--- src/ssoc_pkg.sv ---
// ssoc package: constants for seek settle and offset control
// Operation
// at one track to go enter stop phase; that cylinder pulse clears the integrator.
// half-track strobe sets fine latch, which releases the coarse latch.
// seek start sets target parity when target is odd; parity picks servo polarity.
// below near threshold after start inhibit, run settle delay, then raise settled.
// fine track following stays active while settled.
// off-track too long drops settled, sets seek failure, deselects heads.
// off-track loss during read or write also sets lockout and fault summary.
// offset value carries direction in bit 0 and magnitude in bits 3 to 7.
// offset value acted on only while settled and after offset begin (bit 2).
// in offset mode counter output held steady at offset magnitude.
// offset engaged (bit 1) rises on offset begin, falls on offset clear (bit 7).
// position converter unclamped below 128 to go, clamped at maximum otherwise.
// exactly one cylinder pulse per cylinder crossed.
// guard bands of single dibit polarity flag a travel limit.
// dibit gates go low on their polarity; falls drive one-shots and flip-flops.
// machine clock and travel-limit enable come from odd and even dibits.
// counter loaded with complement of length, incremented per pulse, all ones is zero.
// overshoot above off-track threshold restarts settle delay from zero.
// magnitude code selects 25 to 775 microinches in steps of 25.
// seek start clears settled and fine latch and returns to coarse mode.
package ssoc_pkg;
  localparam int CLK_NS = 50;
  localparam int INHIB_NS = 4_750_000;
  localparam int SETTLE_NS = 1_750_000;
  localparam int OFFTRK_NS = 800_000;
  localparam int DIBIT_NS = 600;
  localparam int INHIB_CYC = (INHIB_NS + CLK_NS - 1) / CLK_NS;
  localparam int SETTLE_CYC = (SETTLE_NS + CLK_NS - 1) / CLK_NS;
  localparam int OFFTRK_CYC = (OFFTRK_NS + CLK_NS - 1) / CLK_NS;
  localparam int DIBIT_CYC = (DIBIT_NS + CLK_NS - 1) / CLK_NS;
  localparam logic [3:0] GB_RUN = 4'h8;
  localparam logic [7:0] A_CTRL = 8'h00;
  localparam logic [7:0] A_SEEK = 8'h04;
  localparam logic [7:0] A_OFS = 8'h08;
  localparam logic [7:0] A_OCTL = 8'h0c;
  localparam logic [7:0] A_STAT = 8'h10;
  localparam logic [7:0] A_CNT = 8'h14;
  localparam int F_SEEK_GO = 0;
  localparam int F_RW = 1;
  localparam int F_FCLR = 2;
  localparam int F_TGT_ODD = 16;
  localparam int F_OFS_DIR = 0;
  localparam int F_MAG_LO = 3;
  localparam int F_MAG_HI = 7;
  localparam int F_OFS_BEGIN = 2;
  localparam int F_OFS_CLR = 7;
  localparam logic [9:0] CNT_T1 = 10'h3fe;
  localparam logic [9:0] CNT_ALL = 10'h3ff;
  localparam logic [9:0] CLAMP_T = 10'h080;
  localparam logic [6:0] POS_MAX = 7'h7f;
  localparam logic [9:0] UIN_STEP = 10'h019;
  localparam logic [1:0] RESP_OKAY = 2'h0;
  localparam logic [1:0] RESP_SLVERR = 2'h2;
  typedef enum logic [1:0] {st_idle, st_seek, st_settle, st_on} ssoc_state_t;
endpackage

--- src/ssoc_dibit.sv ---
// ssoc dibit decoder: odd/even dibits, machine clock tick, guard bands
module ssoc_dibit
  import ssoc_pkg::*;
(
  input wire logic aclk,
  input wire logic aresetn,
  input wire logic ce,
  input wire logic pos_sense,
  input wire logic neg_sense,
  output logic odd_dibit,
  output logic even_dibit,
  output logic clk_tick,
  output logic outer_band,
  output logic inner_band,
  output logic travel_limit
);
  localparam logic [3:0] WIN = 4'(DIBIT_CYC);
  logic pos_d;
  logic neg_d;
  logic [3:0] pos_win;
  logic [3:0] neg_win;
  logic [3:0] odd_run;
  logic [3:0] even_run;
  logic pos_rise;
  logic neg_rise;
  logic odd_hit;
  logic even_hit;
  logic hit;
  // gate outputs low on sensing, so a sense rise is a gate fall
  assign pos_rise = pos_sense & ~pos_d;
  assign neg_rise = neg_sense & ~neg_d;
  assign odd_hit = neg_rise & (pos_win != 4'h0);
  assign even_hit = pos_rise & (neg_win != 4'h0);
  assign hit = odd_hit | even_hit;

  always_ff @(posedge aclk) begin
    if (!aresetn) begin
      pos_d <= 1'b0;
      neg_d <= 1'b0;
      pos_win <= 4'h0;
      neg_win <= 4'h0;
    end else if (ce) begin
      pos_d <= pos_sense;
      neg_d <= neg_sense;
      pos_win <= hit ? 4'h0 : pos_rise ? WIN : (pos_win != 4'h0) ? pos_win - 4'h1 : pos_win;
      neg_win <= hit ? 4'h0 : neg_rise ? WIN : (neg_win != 4'h0) ? neg_win - 4'h1 : neg_win;
    end
  end

  // a run of one polarity only means a guard band
  always_ff @(posedge aclk) begin
    if (!aresetn) begin
      odd_run <= 4'h0;
      even_run <= 4'h0;
      odd_dibit <= 1'b0;
      even_dibit <= 1'b0;
      clk_tick <= 1'b0;
      outer_band <= 1'b0;
      inner_band <= 1'b0;
      travel_limit <= 1'b0;
    end else if (ce) begin
      odd_run <= even_hit ? 4'h0 : (odd_hit && odd_run != GB_RUN) ? odd_run + 4'h1 : odd_run;
      even_run <= odd_hit ? 4'h0 : (even_hit && even_run != GB_RUN) ? even_run + 4'h1 : even_run;
      odd_dibit <= odd_hit;
      even_dibit <= even_hit;
      clk_tick <= hit;
      outer_band <= odd_run == GB_RUN;
      inner_band <= even_run == GB_RUN;
      travel_limit <= (odd_run == GB_RUN) || (even_run == GB_RUN);
    end
  end
endmodule

--- src/ssoc_top.sv ---
// ssoc top: seek settle, fault, offset control and register slave
//
// The register offsets and the AXI4-Lite interface to the registers were decided locally.
module ssoc_top
  import ssoc_pkg::*;
#(
  parameter int P_INHIB = INHIB_CYC,
  parameter int P_SETTLE = SETTLE_CYC,
  parameter int P_OFFTRK = OFFTRK_CYC
) (
  input wire logic aclk,
  input wire logic aresetn,
  input wire logic ce,
  input wire logic [7:0] awaddr,
  input wire logic awvalid,
  output logic awready,
  input wire logic [31:0] wdata,
  input wire logic [3:0] wstrb,
  input wire logic wvalid,
  output logic wready,
  output logic [1:0] bresp,
  output logic bvalid,
  input wire logic bready,
  input wire logic [7:0] araddr,
  input wire logic arvalid,
  output logic arready,
  output logic [31:0] rdata,
  output logic [1:0] rresp,
  output logic rvalid,
  input wire logic rready,
  input wire logic pos_gate_n,
  input wire logic neg_gate_n,
  input wire logic servo_null,
  input wire logic near_track,
  input wire logic off_track,
  input wire logic half_track,
  output logic integ_clear,
  output logic cyl_pulse,
  output logic fine_mode,
  output logic coarse_mode,
  output logic servo_invert,
  output logic heads_select,
  output logic on_cylinder,
  output logic [6:0] pos_conv,
  output logic pos_clamp,
  output logic offset_dir,
  output logic [9:0] offset_uin,
  output logic clk_tick,
  output logic odd_dibit,
  output logic even_dibit,
  output logic travel_limit
);
  localparam int NS = 6;
  logic [NS-1:0] pin_raw;
  logic [NS-1:0] s1;
  logic [NS-1:0] s2;

  // pins pass two flops before use
  assign pin_raw = {half_track, off_track, near_track, servo_null, ~neg_gate_n, ~pos_gate_n};
  for (genvar i = 0; i < NS; i++) begin : g_sync
    always_ff @(posedge aclk) begin
      if (!aresetn) begin
        s1[i] <= 1'b0;
        s2[i] <= 1'b0;
      end else if (ce) begin
        s1[i] <= pin_raw[i];
        s2[i] <= s1[i];
      end
    end
  end

  logic null_s;
  logic near_s;
  logic off_s;
  logic half_s;
  logic null_d;
  logic half_d;
  assign null_s = s2[2];
  assign near_s = s2[3];
  assign off_s = s2[4];
  assign half_s = s2[5];

  // register slave
  logic aw_got;
  logic w_got;
  logic [7:0] aw_addr;
  logic [31:0] w_data;
  logic [3:0] w_strb;
  logic [31:0] wm;
  logic [31:0] wd;
  logic do_wr;
  logic wr_ctrl;
  logic wr_seek;
  logic wr_ofs;
  logic wr_octl;
  logic aw_hit;
  logic ar_hit;
  logic [31:0] rd_mux;

  assign awready = ce & ~aw_got & ~bvalid;
  assign wready = ce & ~w_got & ~bvalid;
  assign arready = ce & ~rvalid;
  assign do_wr = ce & aw_got & w_got & ~bvalid;
  assign wm = {{8{w_strb[3]}}, {8{w_strb[2]}}, {8{w_strb[1]}}, {8{w_strb[0]}}};
  assign wd = w_data & wm;
  assign wr_ctrl = do_wr && aw_addr == A_CTRL;
  assign wr_seek = do_wr && aw_addr == A_SEEK;
  assign wr_ofs = do_wr && aw_addr == A_OFS;
  assign wr_octl = do_wr && aw_addr == A_OCTL;
  assign aw_hit = aw_addr == A_CTRL || aw_addr == A_SEEK || aw_addr == A_OFS
    || aw_addr == A_OCTL || aw_addr == A_STAT || aw_addr == A_CNT;
  assign ar_hit = araddr == A_CTRL || araddr == A_SEEK || araddr == A_OFS
    || araddr == A_OCTL || araddr == A_STAT || araddr == A_CNT;

  always_ff @(posedge aclk) begin
    if (!aresetn) begin
      aw_got <= 1'b0;
      aw_addr <= 8'h00;
    end else if (ce) begin
      if (awvalid && awready) begin
        aw_got <= 1'b1;
        aw_addr <= awaddr;
      end else if (do_wr) begin
        aw_got <= 1'b0;
      end
    end
  end

  always_ff @(posedge aclk) begin
    if (!aresetn) begin
      w_got <= 1'b0;
      w_data <= 32'h0000_0000;
      w_strb <= 4'h0;
    end else if (ce) begin
      if (wvalid && wready) begin
        w_got <= 1'b1;
        w_data <= wdata;
        w_strb <= wstrb;
      end else if (do_wr) begin
        w_got <= 1'b0;
      end
    end
  end

  always_ff @(posedge aclk) begin
    if (!aresetn) begin
      bvalid <= 1'b0;
      bresp <= RESP_OKAY;
    end else if (ce) begin
      if (do_wr) begin
        bvalid <= 1'b1;
        bresp <= aw_hit ? RESP_OKAY : RESP_SLVERR;
      end else if (bready) begin
        bvalid <= 1'b0;
      end
    end
  end

  always_ff @(posedge aclk) begin
    if (!aresetn) begin
      rvalid <= 1'b0;
      rresp <= RESP_OKAY;
      rdata <= 32'h0000_0000;
    end else if (ce) begin
      if (arvalid && arready) begin
        rvalid <= 1'b1;
        rresp <= ar_hit ? RESP_OKAY : RESP_SLVERR;
        rdata <= rd_mux;
      end else if (rready) begin
        rvalid <= 1'b0;
      end
    end
  end

  // software commands
  logic seek_go;
  logic fclr;
  logic ofs_begin;
  logic ofs_clr;
  logic rw_active;
  logic tgt_odd;
  logic [9:0] diff_cnt;
  logic [7:0] ofs_val;
  logic [31:0] ctrl_v;
  logic [31:0] seek_v;
  logic [31:0] seek_m;
  assign seek_go = wr_ctrl & wd[F_SEEK_GO];
  assign fclr = wr_ctrl & wd[F_FCLR];
  assign ofs_begin = wr_octl & wd[F_OFS_BEGIN];
  assign ofs_clr = wr_octl & wd[F_OFS_CLR];
  assign ctrl_v = {30'h0, rw_active, 1'b0};
  assign seek_v = {15'h0, tgt_odd, 6'h0, diff_cnt};
  assign seek_m = (seek_v & ~wm) | (w_data & wm);

  // seek sequencing
  ssoc_state_t st;
  ssoc_state_t next_st;
  logic [16:0] inhib_cnt;
  logic [16:0] tmr;
  logic [16:0] next_tmr;
  logic seeking;
  logic t_le1;
  logic inhib_done;
  logic settle_done;
  logic loss;
  logic cyl;
  logic half_edge;
  logic fail_set;
  logic lock_set;
  logic [9:0] togo;
  logic clamp;
  logic ofs_on;
  logic ofs_eng;
  logic next_eng;
  logic ofs_take;
  logic [4:0] ofs_mag;
  logic [6:0] next_pc;
  logic seek_fail;
  logic lockout;
  logic fault_sum;
  logic target_parity_ff;
  logic stop_phase;
  logic outer_band;
  logic inner_band;

  assign seeking = st == st_seek || st == st_settle;
  assign t_le1 = diff_cnt >= CNT_T1;
  assign stop_phase = seeking & t_le1;
  assign inhib_done = inhib_cnt == 17'(P_INHIB);
  assign settle_done = tmr == 17'(P_SETTLE);
  assign loss = st == st_on && off_s && tmr == 17'(P_OFFTRK);
  assign cyl = null_s & ~null_d & seeking & ~ofs_on;
  assign half_edge = half_s & ~half_d;
  assign fail_set = loss;
  assign lock_set = loss & rw_active;
  assign togo = ~diff_cnt;
  assign clamp = togo >= CLAMP_T;

  always_comb begin
    next_st = st;
    unique case (st)
      st_idle: next_st = st_idle;
      st_seek: if (t_le1 && near_s && inhib_done) next_st = st_settle;
      st_settle: if (settle_done) next_st = st_on;
      st_on: if (loss) next_st = st_idle;
    endcase
    if (seek_go) next_st = st_seek;
  end

  // one timer serves the settle delay and the off-track window
  assign next_tmr = (seek_go || next_st != st) ? 17'h0 :
    (st == st_settle && off_s) ? 17'h0 :
    (st == st_on && !off_s) ? 17'h0 :
    (st == st_settle || st == st_on) ? tmr + 17'h1 : 17'h0;

  always_ff @(posedge aclk) begin
    if (!aresetn) begin
      st <= st_idle;
      tmr <= 17'h0;
      inhib_cnt <= 17'(P_INHIB);
      on_cylinder <= 1'b0;
    end else if (ce) begin
      st <= next_st;
      tmr <= next_tmr;
      inhib_cnt <= seek_go ? 17'h0 : inhib_done ? inhib_cnt : inhib_cnt + 17'h1;
      on_cylinder <= next_st == st_on;
    end
  end

  always_ff @(posedge aclk) begin
    if (!aresetn) begin
      null_d <= 1'b0;
      half_d <= 1'b0;
      fine_mode <= 1'b0;
      coarse_mode <= 1'b0;
      target_parity_ff <= 1'b0;
      integ_clear <= 1'b0;
      cyl_pulse <= 1'b0;
    end else if (ce) begin
      null_d <= null_s;
      half_d <= half_s;
      // fine stays set through settle and track following
      fine_mode <= seek_go ? 1'b0 : (stop_phase && half_edge) ? 1'b1 : fine_mode;
      coarse_mode <= seek_go ? 1'b1 : (stop_phase && half_edge) ? 1'b0 : coarse_mode;
      target_parity_ff <= seek_go ? tgt_odd : target_parity_ff;
      integ_clear <= cyl;
      cyl_pulse <= cyl;
    end
  end
  assign servo_invert = target_parity_ff;

  // faults: a new event wins over a clear in the same cycle
  always_ff @(posedge aclk) begin
    if (!aresetn) begin
      seek_fail <= 1'b0;
      lockout <= 1'b0;
      fault_sum <= 1'b0;
      heads_select <= 1'b0;
    end else if (ce) begin
      seek_fail <= fail_set | (seek_fail & ~fclr);
      lockout <= lock_set | (lockout & ~fclr);
      fault_sum <= lock_set | (fault_sum & ~fclr);
      heads_select <= seek_go ? 1'b1 : fail_set ? 1'b0 : heads_select;
    end
  end

  // software registers and counter
  always_ff @(posedge aclk) begin
    if (!aresetn) begin
      rw_active <= 1'b0;
      tgt_odd <= 1'b0;
      diff_cnt <= CNT_ALL;
      ofs_val <= 8'h00;
    end else if (ce) begin
      if (wr_ctrl) rw_active <= w_strb[0] ? w_data[F_RW] : rw_active;
      if (wr_seek) begin
        tgt_odd <= seek_m[F_TGT_ODD];
        diff_cnt <= seek_m[9:0];
      end else if (cyl && diff_cnt != CNT_ALL) begin
        diff_cnt <= diff_cnt + 10'h001;
      end
      if (wr_ofs && w_strb[0]) ofs_val <= w_data[7:0];
    end
  end

  // offset handling
  assign next_eng = ofs_begin | (ofs_eng & ~ofs_clr);
  assign ofs_take = wr_ofs && w_strb[0] && st == st_on && ofs_eng;

  always_ff @(posedge aclk) begin
    if (!aresetn) begin
      ofs_eng <= 1'b0;
      ofs_on <= 1'b0;
      ofs_mag <= 5'h00;
      offset_dir <= 1'b0;
    end else if (ce) begin
      ofs_eng <= next_eng;
      ofs_on <= ofs_take | (ofs_on & next_eng & ~seek_go & (next_st == st_on));
      if (ofs_take) begin
        offset_dir <= w_data[F_OFS_DIR];
        ofs_mag <= w_data[F_MAG_HI:F_MAG_LO];
      end
    end
  end

  // converter holds offset magnitude in offset mode, else tracks to go
  assign next_pc = ofs_on ? {2'b00, ofs_mag} : clamp ? POS_MAX : togo[6:0];

  always_ff @(posedge aclk) begin
    if (!aresetn) begin
      pos_conv <= POS_MAX;
      pos_clamp <= 1'b0;
      offset_uin <= 10'h000;
    end else if (ce) begin
      pos_conv <= next_pc;
      pos_clamp <= ~ofs_on & clamp;
      offset_uin <= ofs_on ? 10'(ofs_mag) * UIN_STEP : 10'h000;
    end
  end

  ssoc_dibit u_dibit (
    .aclk(aclk),
    .aresetn(aresetn),
    .ce(ce),
    .pos_sense(s2[0]),
    .neg_sense(s2[1]),
    .odd_dibit(odd_dibit),
    .even_dibit(even_dibit),
    .clk_tick(clk_tick),
    .outer_band(outer_band),
    .inner_band(inner_band),
    .travel_limit(travel_limit)
  );

  // read data
  logic [31:0] stat_v;
  assign stat_v = {20'h0, inner_band, outer_band, stop_phase, heads_select, target_parity_ff,
    coarse_mode, fine_mode, fault_sum, lockout, seek_fail, ofs_eng, on_cylinder};
  assign rd_mux = araddr == A_CTRL ? ctrl_v :
    araddr == A_SEEK ? seek_v :
    araddr == A_OFS ? {24'h0, ofs_val} :
    araddr == A_OCTL ? {30'h0, ofs_eng, ofs_on} :
    araddr == A_STAT ? stat_v :
    araddr == A_CNT ? {9'h0, pos_conv, 6'h0, diff_cnt} : 32'h0000_0000;
endmodule
--- config.mk ---
export PLATFORM = sky130hd
export DESIGN_NAME = ssoc_top
export DESIGN_NICKNAME = d
export VERILOG_FILES = /design/src/ssoc_pkg.sv /design/src/ssoc_dibit.sv /design/src/ssoc_top.sv
export SDC_FILE = /design/constraint.sdc
export NUM_CORES = 1
export LEC_CHECK = 0
export BUFFER_PORTS_ARGS = -buffer_cell sky130_fd_sc_hd__buf_4
export CELL_PAD_IN_SITES_DETAIL_PLACEMENT = 0
export CELL_PAD_IN_SITES_GLOBAL_PLACEMENT = 1
export CORE_MARGIN = 4
export CORE_UTILIZATION = 44
export CTS_CLUSTER_SIZE = 14
export DETAILED_ROUTE_END_ITERATION = 10
export PLACE_DENSITY_LB_ADDON = 0.1
export RECOVER_POWER = 25
export SYNTH_ARGS = -nofsm -noshare
export SYNTH_HDL_FRONTEND = slang
export SYNTH_SLANG_ARGS = --single-unit
--- constraint.sdc ---
create_clock -name aclk -period 4.47 [get_ports aclk]
set_input_delay 0.447 -clock aclk [delete_from_list [all_inputs] [get_ports aclk]]
set_output_delay 0.447 -clock aclk [all_outputs]
set_load 0.02 [all_outputs]
Word level (Yosys, flattened, before mapping)

Cells that the tools add are included.

Reductions and logical operators: 72
Magnitude comparators: 2
Add/subtract/negate cells: 7
Eq/ne operators: 24
Multiply operators: 1
Muxes and demuxes: 47
Bitwise logic cells: 55

Operators by type and width:

| kind                                            | count |
|---|---|
| 2-to-1 mux 23 bit                               | 6 |
| 2-to-1 mux 17 bit                               | 6 |
| 2-to-1 mux 4 bit                                | 10 |
| AND reduction 2 bit                             | 20 |
| adder 17 x 1 -> 17 bit, second input constant   | 2 |
| bitwise AND 17 bit                              | 2 |
| == test 8 x 4 -> 1 bit, second input constant   | 4 |
| == test 8 x 5 -> 1 bit, second input constant   | 4 |
| bitwise AND 1 bit                               | 30 |
| 2-to-1 mux 10 bit                               | 3 |
| logical AND 1 bit                               | 20 |
| nonzero test 2 bit                              | 9 |
| == test 17 x 14 -> 1 bit, second input constant | 1 |
| == test 17 x 16 -> 1 bit, second input constant | 1 |
| == test 17 bit, second input constant           | 1 |
| inverter 17 bit                                 | 1 |
| bitwise OR 17 bit                               | 1 |
| == test 8 x 3 -> 1 bit, second input constant   | 2 |
| zero test 8 bit                                 | 2 |
| logical OR 1 bit                                | 14 |
| 2-to-1 mux 7 bit                                | 2 |
| inverter 1 bit                                  | 14 |
| 2-to-1 mux 1 bit                                | 13 |
| 2-to-1 mux 2 bit                                | 6 |
| other kinds (21)                                | 34 |

Logic and storage cells: 267
Flip-flop bits (word level): 197

Longest topological paths before layout

Gate-level depths: netlist of run 1.

Word-level depth: 12
Depth in mapped cells: 11
Gate-level depth less buffers: 11

By module

From an unflattened synthesis of run 1, not the netlist that was laid out.

Cells, all modules: 1055
Area total of the unflattened synthesis: 8803.4 um^2

By module, submodules not included:

| module     | instances | cells an instance | area an instance (um^2) |
|---|---|---|---|
| ssoc_top   | 1         | 910               | 7513.5 |
| ssoc_dibit | 1         | 145               | 1290.0 |

Worst setup path before layout of run 1

Ideal clock, no wire load.

Kind: register -> register
From: reg ofs_mag[3]
To: reg offset_uin[9]
Library setup time: 0.070 ns
Setup slack: 2.050 ns
Period minus slack after synthesis: 2.420 ns
Arrival time: 2.349 ns
Cell stages (with the launch flop): 12
Data required time: 4.400 ns
Cell sequence: dfxtp_1 inv_1 ha_1 inv_1 ha_1 ha_1 ha_1 a31o_2 a21oi_1 xnor2_1 nand3_1 a21oi_1

Longest elaborated chain between the ends: 2

RTL lines:

| item                       | line            | RTL |
|---|---|---|
| start, declared            | ssoc_top.sv:216 | `logic [4:0] ofs_mag;` |
| start signal, assigned     | ssoc_top.sv:341 | `ofs_mag <= w_data[F_MAG_HI:F_MAG_LO];` |
| multiplier 5 x 5 -> 10 bit | ssoc_top.sv:357 | `offset_uin <= ofs_on ? 10'(ofs_mag) * UIN_STEP : 10'h000;` |
| 2-to-1 mux 10 bit          | ssoc_top.sv:357 |  |
| end signal, assigned       | ssoc_top.sv:357 |  |
| end, declared              | ssoc_top.sv:47  | `output logic [9:0] offset_uin,` |

No other way between the ends.
A chain may end at the register's enable or synchronous reset.

==> results of run 1 <==
==> synthesized netlist by cell type (4+ instances only) <==
library cell	n
nor3b_1	9
or3_1	4
ha_1	33
a211o_1	8
xnor2_1	15
buf_1	6
nand2_1	153
a21oi_1	105
nor4_1	7
a211oi_1	6
a31oi_1	9
nand4_1	14
inv_1	41
and2_1	14
and3_1	15
o21ai_1	7
dfxtp_1	176
nand3_1	39
xor2_1	16
and3b_1	4
clkbuf_1	38
o22ai_1	7
buf_4	17
a221oi_1	8
a222oi_1	6
a21o_1	7
nand2b_1	6
mux2i_1	19
nor2_1	104
o21ai_0	37
nor2b_1	9
nor3_1	21
buf_2	5
==> final timing paths <==
path / cells after the start / endpoint / start
hold / removal: 2 / s1[0] / pos_gate_n
setup reg to reg: 8 / tmr[4] / aw_addr[6]
hold reg to reg: 2 / ofs_val[6] / ofs_val[6]
setup / recovery: 7 / tmr[4] / aresetn
==> state kept, by name (all words and copies together) (netlist names), 2 cells and up, named ones only <==
| register | flops |
|---|---|
| rdata | 19 |
| aw_addr | 8 |
| st | 2 |
| offset_uin | 10 |
| s2 | 2 |
| u_dibit.even_run | 4 |
| tmr | 17 |
| ofs_val | 8 |
| u_dibit.odd_run | 4 |
| pos_conv | 7 |
| s1 | 6 |
| w_data | 11 |
| w_strb | 3 |
| ofs_mag | 5 |
| inhib_cnt | 17 |
| u_dibit.pos_win | 4 |
| u_dibit.neg_win | 4 |
==> worst max-delay path, stage by stage <==
cell,delay [ps]
buf_4,340
clkinvlp_2,1000
a21oi_1,400
o41a_1,210
nand3_2,370
or3_1,450
o211ai_1,80
==> kinds of logic (layout without fill, tap and decap cells) <==
family / count (synthesis) / in the layout / share of synthesized area (%)
fa+ha+maj: 34 / 34 / 5.19
mux: 21 / 21 / 2.55
other cells: 1 / 15 / 0.0450
flops: 176 / 176 / 42.2
buf+inv: 109 / 178 / 5.84
simple gates: 419 / 419 / 23.7
compound gates: 232 / 232 / 17.1
xor+xnor: 31 / 31 / 3.26
==> power breakdown <==
part	internal (mW)	switching (mW)	leakage [nW]
Combinational	0.161	0.241	2.11
Clock	0.891	0.662	0.293
Sequential	1.63	0.0534	1.43
Total	2.68	0.956	3.83
==> layer usage <==
layer  vias up  routed length [µm]  part of all wire [%]
met3        27                 843                   4.0
met5         -                   0                     0
li1       3685                   -                     -
met1      3346               10300                    48
met4         0                 364                   1.7
met2       149                9740                    46
==> final cells by class <==
class                           instances  area, µm²
Clock inverter                         14        183
Tap cell                              234        293
Multi-Input combinational cell        752       4380
Fill cell                            1889       9110
Clock buffer                           18        429
Timing Repair Buffer                  104        627
Inverter                               42        159
Sequential cell                       176       3520
==> metrics by stage <==
stage | instances | total power [mW] | area [µm²] | hold slack (ps)
after floorplan | 1037 | 2.02 | 8390 | 431
after global placement | 1308 | 2.12 | 9140 | 438
after detailed placement | 1308 | 2.12 | 9140 | 446
after CTS | 1340 | 3.68 | 9750 | 176
after global routing | 1340 | 3.81 | 9600 | 177
final | 1340 | 3.64 | 9600 | 193
==> out/metrics.cfg, run 1 <==
[layout]
area_growth_pct=15.1
final_cell_mix=176 x dfxtp_1, 153 x nand2_1, 105 x a21oi_1
final_common_cell=dfxtp_1
n_antenna_cell=0
final_util_pct=51.3
drive_gt1_share_pct=9.67
final_nets=1193

[power_and_ir_drop]
ir_worst_vdd_v=0.000281
p_leak_nw=3.83
p_per_area_nw_per_um2=379

[route]
routed_wl_um=21300
drc=0
first_iter_violations=392
antenna_left=0
vias=7207
routedWlPerCell_um=15.9
via_per_inst=5.38
first_pass_iters=5

[clock_network]
clockBufferDepth=2
cts_made_buffers=17
clkTransAtPathRegs_ps=70
cts_tree=done
clock-sinks=176
cts_hold_buf=0
cts.repair.resized=0
postCtsSetupRepairBufs=0
cts_htree_levels=4
cts_root_buf=clkbuf_16
clkLatencyLatePin_ps=430

[die]
start_util_pct=44.6
rows=50
chipWidth_um=146
die_h_um=146
die-area_um2=21200
pin_count=137
core_um2=18700

[synth]
synth.area.top_cells=dfxtp_1 42%, nand2_1 6.9%, a21oi_1 6.3%
syn_avg_cell_area_um2=8.15
yosysTopAreaCellShare_pct=42.2
async_reset_ff_share_pct=0
syn_area_um2=8340
syn_inst=1023
ys_seq_area_share_pct=42.2
yosysWarnings=0
synth_top_area_cell=dfxtp_1
ys.flop_type=dfxtp_1
synth.distinct_cells=71
synth_edf_count=0
ys_ff_latch=176

[critical_path]
critical_path_class=input port to register
cp.required_ps=4820
ff2ff_setup_slack_ps=1650
cp-end-kind=register
worst-path-max-fanout=36
cp-start-kind=input port
critPathArrivalTime_ps=3310

[sta]
min_period_ps=2970
slew_headroom_pct=26.5
setup_slack_ps=1500
rsz0062_at_grt=false
finalSetupViolations=0
hold_viol_final=0
fmax_mhz=337
drv_slew=0
fin_crit_sh_pct=66.3
tightestPinTransition_ps=1100
fin_skew_ps=9.67
finalSetupTns_ps=0

[worst_hold_path]
hold_path_class=input port to register

[grt]
grt_first_pass_wirelength_um=34800
antenna_found_initial=0
overflow=0
busiest_layer=met2
grt_max_degree=92
met1_usage_pct=27.8
grt_pass1_vias=6584
use_met2_pct=31.0
met3_usage_pct=4.08
grt.total_usage_pct=19.9

[placed_design]
port_buffers=99
gp_congestion=0.821
preCtsSetupSlack_ps=1350
dpl.hpwl_um=14800

[job]
cap_viol_max_count=0

[outcome]
run_status=finished, final reports clean

Note: power is estimated with default switching activity, not from simulation.
==> inputs of run 2 (changes only) <==
- CORE_UTILIZATION: 44 -> 42
- clock period: 4.47 -> 3 ns (I/O delays scaled with it)
==> run 2 against run 1 <==
Net effect: clock-buffer cell count is 1 higher; critical path depth unchanged; clock power grew 41%; combinational power rose by 50%; total power rose by 45%; critical endpoint unchanged.
==> out/metrics.cfg, run 2 (synthesis gave the netlist of run 1 again) <==
[outcome]
run_status=finished, final reports clean  ; unchanged

[critical_path]
critPathArrivalTime_ps=3040  ; was 3310 ps
cp.required_ps=3350  ; was 4820 ps
ff2ff_setup_slack_ps=310  ; was 1650 ps
cp-end-kind=register  ; unchanged
timing.rr.end=tmr[4]  ; unchanged
cp-start-kind=register  ; was input port
critical_path_class=register to register  ; was input port to register
ff2ff_path_depth=7  ; was 8
timing.rr.start=aw_addr[6]  ; unchanged
worst-path-max-fanout=24  ; was 36

[power_and_ir_drop]
p_leak_nw=3.91  ; was 3.83 nW
p_per_area_nw_per_um2=542  ; was 379 nW/µm²
ir_worst_vdd_v=0.000374  ; was 0.000281 V

[worst_hold_path]
hold_path_class=input port to register  ; unchanged
min-delay-start=neg_gate_n  ; was pos_gate_n
holdPathEnd=s1[1]  ; was s1[0]
hold_depth=2  ; unchanged

[sta]
worst_hold_slack_ps=47.2  ; was 193 ps
fmax_mhz=371
hold_viol_final=0  ; unchanged
slew_headroom_pct=6.24  ; was 26.5%
min_period_ps=2690
drv_slew=0  ; unchanged
finalSetupViolations=0  ; unchanged
fin_skew_ps=16.2  ; was 9.67 ps
fin_crit_sh_pct=89.8
rsz0062_at_grt=false  ; unchanged
finalSetupTns_ps=0  ; unchanged
tightestPinTransition_ps=1410  ; was 1100 ps

[layout]
largest_register=rdata  ; unchanged
final_cell_mix=176 x dfxtp_1, 153 x nand2_1, 105 x a21oi_1  ; unchanged
multi_input_area_um2=4380  ; unchanged
final_nets=1209  ; was 1,193
register_area_um2=3520  ; unchanged
largest_register_ffs=19  ; unchanged
area_growth_pct=16.9  ; was 15.1%
final_common_cell=dfxtp_1  ; unchanged
reg_top3=rdata x19, inhib_cnt x17, tmr x17  ; unchanged
drive_gt1_share_pct=11.8  ; was 9.67%
n_antenna_cell=0  ; unchanged
nFillCells=2035  ; was 1,889

[route]
first_pass_iters=5  ; unchanged
via_per_inst=5.18  ; was 5.38
dr_wl_met2_um=10100  ; was 9740 µm
routedWlPerCell_um=15.7  ; was 15.9 µm
routed-wl-met3_um=960  ; was 843 µm
routed_wl_um=21800  ; was 21,300 µm
drc=0  ; unchanged
top_layer=met4  ; unchanged
wl_met1_um=10500  ; was 10,300 µm
antenna_left=0  ; unchanged
first_iter_violations=520  ; was 392
vias=7186  ; was 7,207

[placed_design]
port_buffers=99  ; unchanged
gp_congestion=0.804  ; was 0.821
dpl.hpwl_um=15300  ; was 14,800 µm

[job]
cap_viol_max_count=0  ; unchanged

[die]
chipWidth_um=149  ; was 146 µm
pin_count=137  ; unchanged
die-area_um2=22200  ; was 21,200 µm²
core_um2=19500  ; was 18,700 µm²
start_util_pct=42.7  ; was 44.6%
die_h_um=149  ; was 146 µm
rows=51  ; was 50

[grt]
overflow=0  ; unchanged
grt_max_degree=122  ; was 92
grt.total_usage_pct=19.9  ; about the same
grt_pass1_vias=6715  ; was 6,584
grt_first_pass_wirelength_um=35400  ; was 34,800 µm
antenna_found_initial=0  ; unchanged

[clock_network]
cts_tree=done  ; unchanged
clockBufferDepth=2  ; unchanged
cts_hold_buf=0  ; unchanged
cts_root_buf=clkbuf_16  ; unchanged
clkTransAtPathRegs_ps=70  ; about the same
cts.repair.resized=0  ; unchanged
postCtsSetupRepairBufs=0  ; unchanged
clock-sinks=176  ; unchanged
cts_htree_levels=4  ; unchanged
cts_made_buffers=17  ; unchanged
clkLatencyLatePin_ps=440  ; was 430 ps

run 2: per-layer routing:
metal	vias up	global-route usage, %
met5	-	0
met4	0	4.94
met3	14	4.13
met2	149	31.4
met1	3314	28.0
li1	3709	-
run 2: worst max path at each step:
| stage | from | slack [ps] | depth (start not counted) | to |
|---|---|---|---|---|
| after floorplan | ofs_mag[3] | 580 | 11 | offset_uin[9] |
| after global placement | aw_addr[6] | 350 | 7 | tmr[4] |
| after detailed placement | aw_addr[6] | 320 | 7 | tmr[4] |
| after CTS | aw_addr[6] | 290 | 7 | tmr[4] |
| after global routing | register | 110 | 9 | tmr[9] |
| final | aw_addr[6] | 310 | 7 | tmr[4] |
run 2: cell type report:
class                      instances  share of cell area, %
clock buffer                      19                   4.54
clock inverter                    13                   1.33
inverter                          42                   1.63
multi-input combinational        752                   45.0
sequential                       176                   36.1
tap                              265                   3.40
timing repair buffer             120                   7.98
run 2: metrics by stage:
step | area [µm²] | std cells | worst slack (ps) | util [%] | power [mW]
floorplan | 8390 | 1037 | 580 | - | 3.00
global placement | 9310 | 1355 | 347 | 47.7 | 3.17
detailed placement | 9310 | 1355 | 319 | 47.7 | 3.17
CTS | 9880 | 1387 | 287 | 50.6 | 5.36
global route | 9750 | 1387 | 115 | 49.9 | 5.55
finish | 9750 | 1387 | 305 | 49.9 | 5.29
run 2: power by group:
| part | internal (mW) | switching, mW |
|---|---|---|
| Combinational | 0.245 | 0.358 |
| Sequential | 2.42 | 0.0805 |
| Clock | 1.18 | 1.00 |
run 2: critical path: stages, from the launching register on:
cell,delay [ps]
dfxtp_1,310
or4_1,580
nor3_4,290
and4_1,310
o41a_1,190
nand3_2,380
or3_1,460
o211ai_1,80
==> inputs of run 3 (changes only) <==
- CORE_UTILIZATION: 42 -> 44
- clock period: 3 -> 3.35 ns (I/O delays scaled with it)
==> run 3 against run 2 <==
Net effect: the run now ends with max-capacitance violations, max-slew violations left; first-iteration DRC count fell by 24%; critical path type unchanged; die area fell by 4.3%; global-route usage increased by 0.093 points; clock power decreased by 4%; non-clock buffer count down 9; sequential power fell by 10%; largest cell class unchanged; total power down 7.8%; critical endpoint is now tmr[9]; setup slack improved by 310 ps; utilization grew 1.7 points; flip-flop and latch count stayed put.
==> out/metrics.cfg, run 3 (synthesis gave the netlist of run 1 again) <==
[critical_path]
ff2ff_path_depth=7  ; unchanged
cp_slowest_stage_delay_ps=570  ; was 580 ps
path_delay_family=simple AND/OR/NAND/NOR gates  ; unchanged
crit_path_cell_trace=nand4_2 -> or4_1 -> o31a_1 -> o41a_1 -> nand3_2 -> o21ai_0 -> a21o_1  ; was or4_1 -> nor3_4 -> and4_1 -> o41a_1 -> nand3_2 -> or3_1 -> o211ai_1
cp-end-kind=register  ; unchanged
crit_slowest_cell=or4_1  ; unchanged
crit_buf_inv=0  ; unchanged
cp-start-kind=register  ; unchanged
cp.required_ps=3680  ; was 3350 ps
critical_path_class=register to register  ; unchanged
worst-path-max-fanout=24  ; unchanged
cp.depth=7  ; unchanged
ff2ff_setup_slack_ps=610  ; was 310 ps
critPathArrivalTime_ps=3060  ; was 3040 ps

[sta]
slew_headroom_pct=-12.4  ; was 6.24%
min_period_ps=2740  ; was 2690 ps
rsz0062_at_grt=false  ; unchanged
fmax_mhz=365  ; was 371 MHz
finalSetupTns_ps=0  ; unchanged
fin_crit_sh_pct=81.7  ; was 89.8%
drv_slew=37  ; was 0
worst_hold_slack_ps=84.8  ; was 47.2 ps
tightestPinTransition_ps=1690  ; was 1410 ps
finalSetupViolations=0  ; unchanged
hold_viol_final=0  ; unchanged
setup_slack_ps=612  ; was 305 ps
fin_skew_ps=8.80  ; was 16.2 ps

[placed_design]
gp_congestion=0.826  ; was 0.804
dp_cells=1315  ; was 1,355
dpl.hpwl_um=15000  ; was 15,300 µm
preCtsSetupSlack_ps=629  ; was 319 ps
port_buffers=99  ; unchanged

[die]
die-area_um2=21200  ; was 22,200 µm²
chipWidth_um=146  ; was 149 µm
die_h_um=146  ; was 149 µm
core_um2=18700  ; was 19,500 µm²
rows=50  ; was 51
start_util_pct=44.6  ; was 42.7%
pin_count=137  ; unchanged

[clock_network]
cts_tree=done  ; unchanged
postCtsSetupRepairBufs=0  ; unchanged
cts_root_buf=clkbuf_16  ; unchanged
cts_hold_buf=0  ; unchanged
cts_made_buffers=17  ; unchanged
clockBufferDepth=2  ; unchanged
cts_htree_levels=4  ; unchanged
clkLatencyLatePin_ps=430  ; was 440 ps
clkTransAtPathRegs_ps=70  ; about the same
clock-sinks=176  ; unchanged
cts.repair.resized=0  ; unchanged

[route]
first_pass_iters=5  ; unchanged
vias=7222  ; was 7,186
routed_wl_um=21400  ; was 21,800 µm
drc=0  ; unchanged
routedWlPerCell_um=15.9  ; was 15.7 µm
first_iter_violations=394  ; was 520
antenna_left=0  ; unchanged
via_per_inst=5.36  ; was 5.18

[grt]
grt.total_usage_pct=20.0  ; was 19.9%
antenna_found_initial=0  ; unchanged
overflow=0  ; unchanged
grt_first_pass_wirelength_um=34900  ; was 35,400 µm
grt_max_degree=76  ; was 122
grt_pass1_vias=6609  ; was 6,715

[layout]
finalNonFillerCells=1347  ; was 1,387
largest_register_ffs=19  ; unchanged
final_common_cell=dfxtp_1  ; unchanged
area_growth_pct=15.8  ; was 16.9%
largest_register=rdata  ; unchanged
drive_gt1_share_pct=10.3  ; was 11.8%
register_area_um2=3520  ; unchanged
reg_top3=rdata x19, inhib_cnt x17, tmr x17  ; unchanged
final_util_pct=51.6  ; was 49.9%
n_antenna_cell=0  ; unchanged
multi_input_area_um2=4380  ; unchanged
final_cell_mix=176 x dfxtp_1, 153 x nand2_1, 105 x a21oi_1  ; unchanged
nFillCells=1913  ; was 2,035
final_nets=1200  ; was 1,209

[outcome]
run_status=finished, violations left  ; was finished, final reports clean
violations=max-capacitance violations, max-slew violations

[worst_hold_path]
hold_path_class=input port to register  ; unchanged
hold_depth=2  ; unchanged

[job]
cap_viol_max_count=1  ; was 0

[power_and_ir_drop]
ir_worst_vdd_v=0.000338  ; was 0.000374 V
p_per_area_nw_per_um2=505  ; was 542 nW/µm²
p_leak_nw=3.88  ; was 3.91 nW

run 3: area by class of cell:
class	count	share of cell area [%]
clock buffers	19	4.59
multi-input cells	752	45.4
clock inverters	13	1.80
repair buffers	111	7.07
inverters	42	1.65
well taps	234	3.03
flip-flops and latches	176	36.5
run 3: through the flow:
| step | cell area (µm²) | total power, mW |
|---|---|---|
| 5_1_grt | 9660 | 5.10 |
| 3_5_place_dp | 9190 | 2.83 |
| 6_report | 9660 | 4.88 |
| 2_1_floorplan | 8390 | 2.69 |
| 3_3_place_gp | 9190 | 2.83 |
| 4_1_cts | 9810 | 4.93 |
run 3: worst reg2reg max path: cells and delay by family (launching register included):
family,cells,cell delay (ps)
and+or+nand+nor,3,1110
DFF,1,550
AOI/OAI and AO/OA,4,970
run 3: power by group:
group	switching (mW)	leakage, nW	total, mW	internal [mW]
clock	0.886	0.304	2.10	1.21
sequential	0.0711	1.43	2.24	2.17
combinational	0.321	2.15	0.537	0.216
total	1.28	3.88	4.88	3.60
run 3: routing by layer:
layer  routed length, µm  share of wire (%)  global-route usage (%)  up-vias
met1               10100                 47                    27.9     3339
met4                 294                1.4                    5.08        0
li1                    -                  -                       -     3700
met5                   0                  0                       0        -
met2                9870                 46                    31.8      160
met3                1060                4.9                    4.02       23
run 3: path summary, 6_finish.rpt:
| check | from | end |
|---|---|---|
| worst max register to register | register | tmr[9] |
| worst min register to register | aw_addr[7] | aw_addr[7] |
| worst max-delay path | register | tmr[9] |
| worst min-delay path | neg_gate_n | s1[1] |
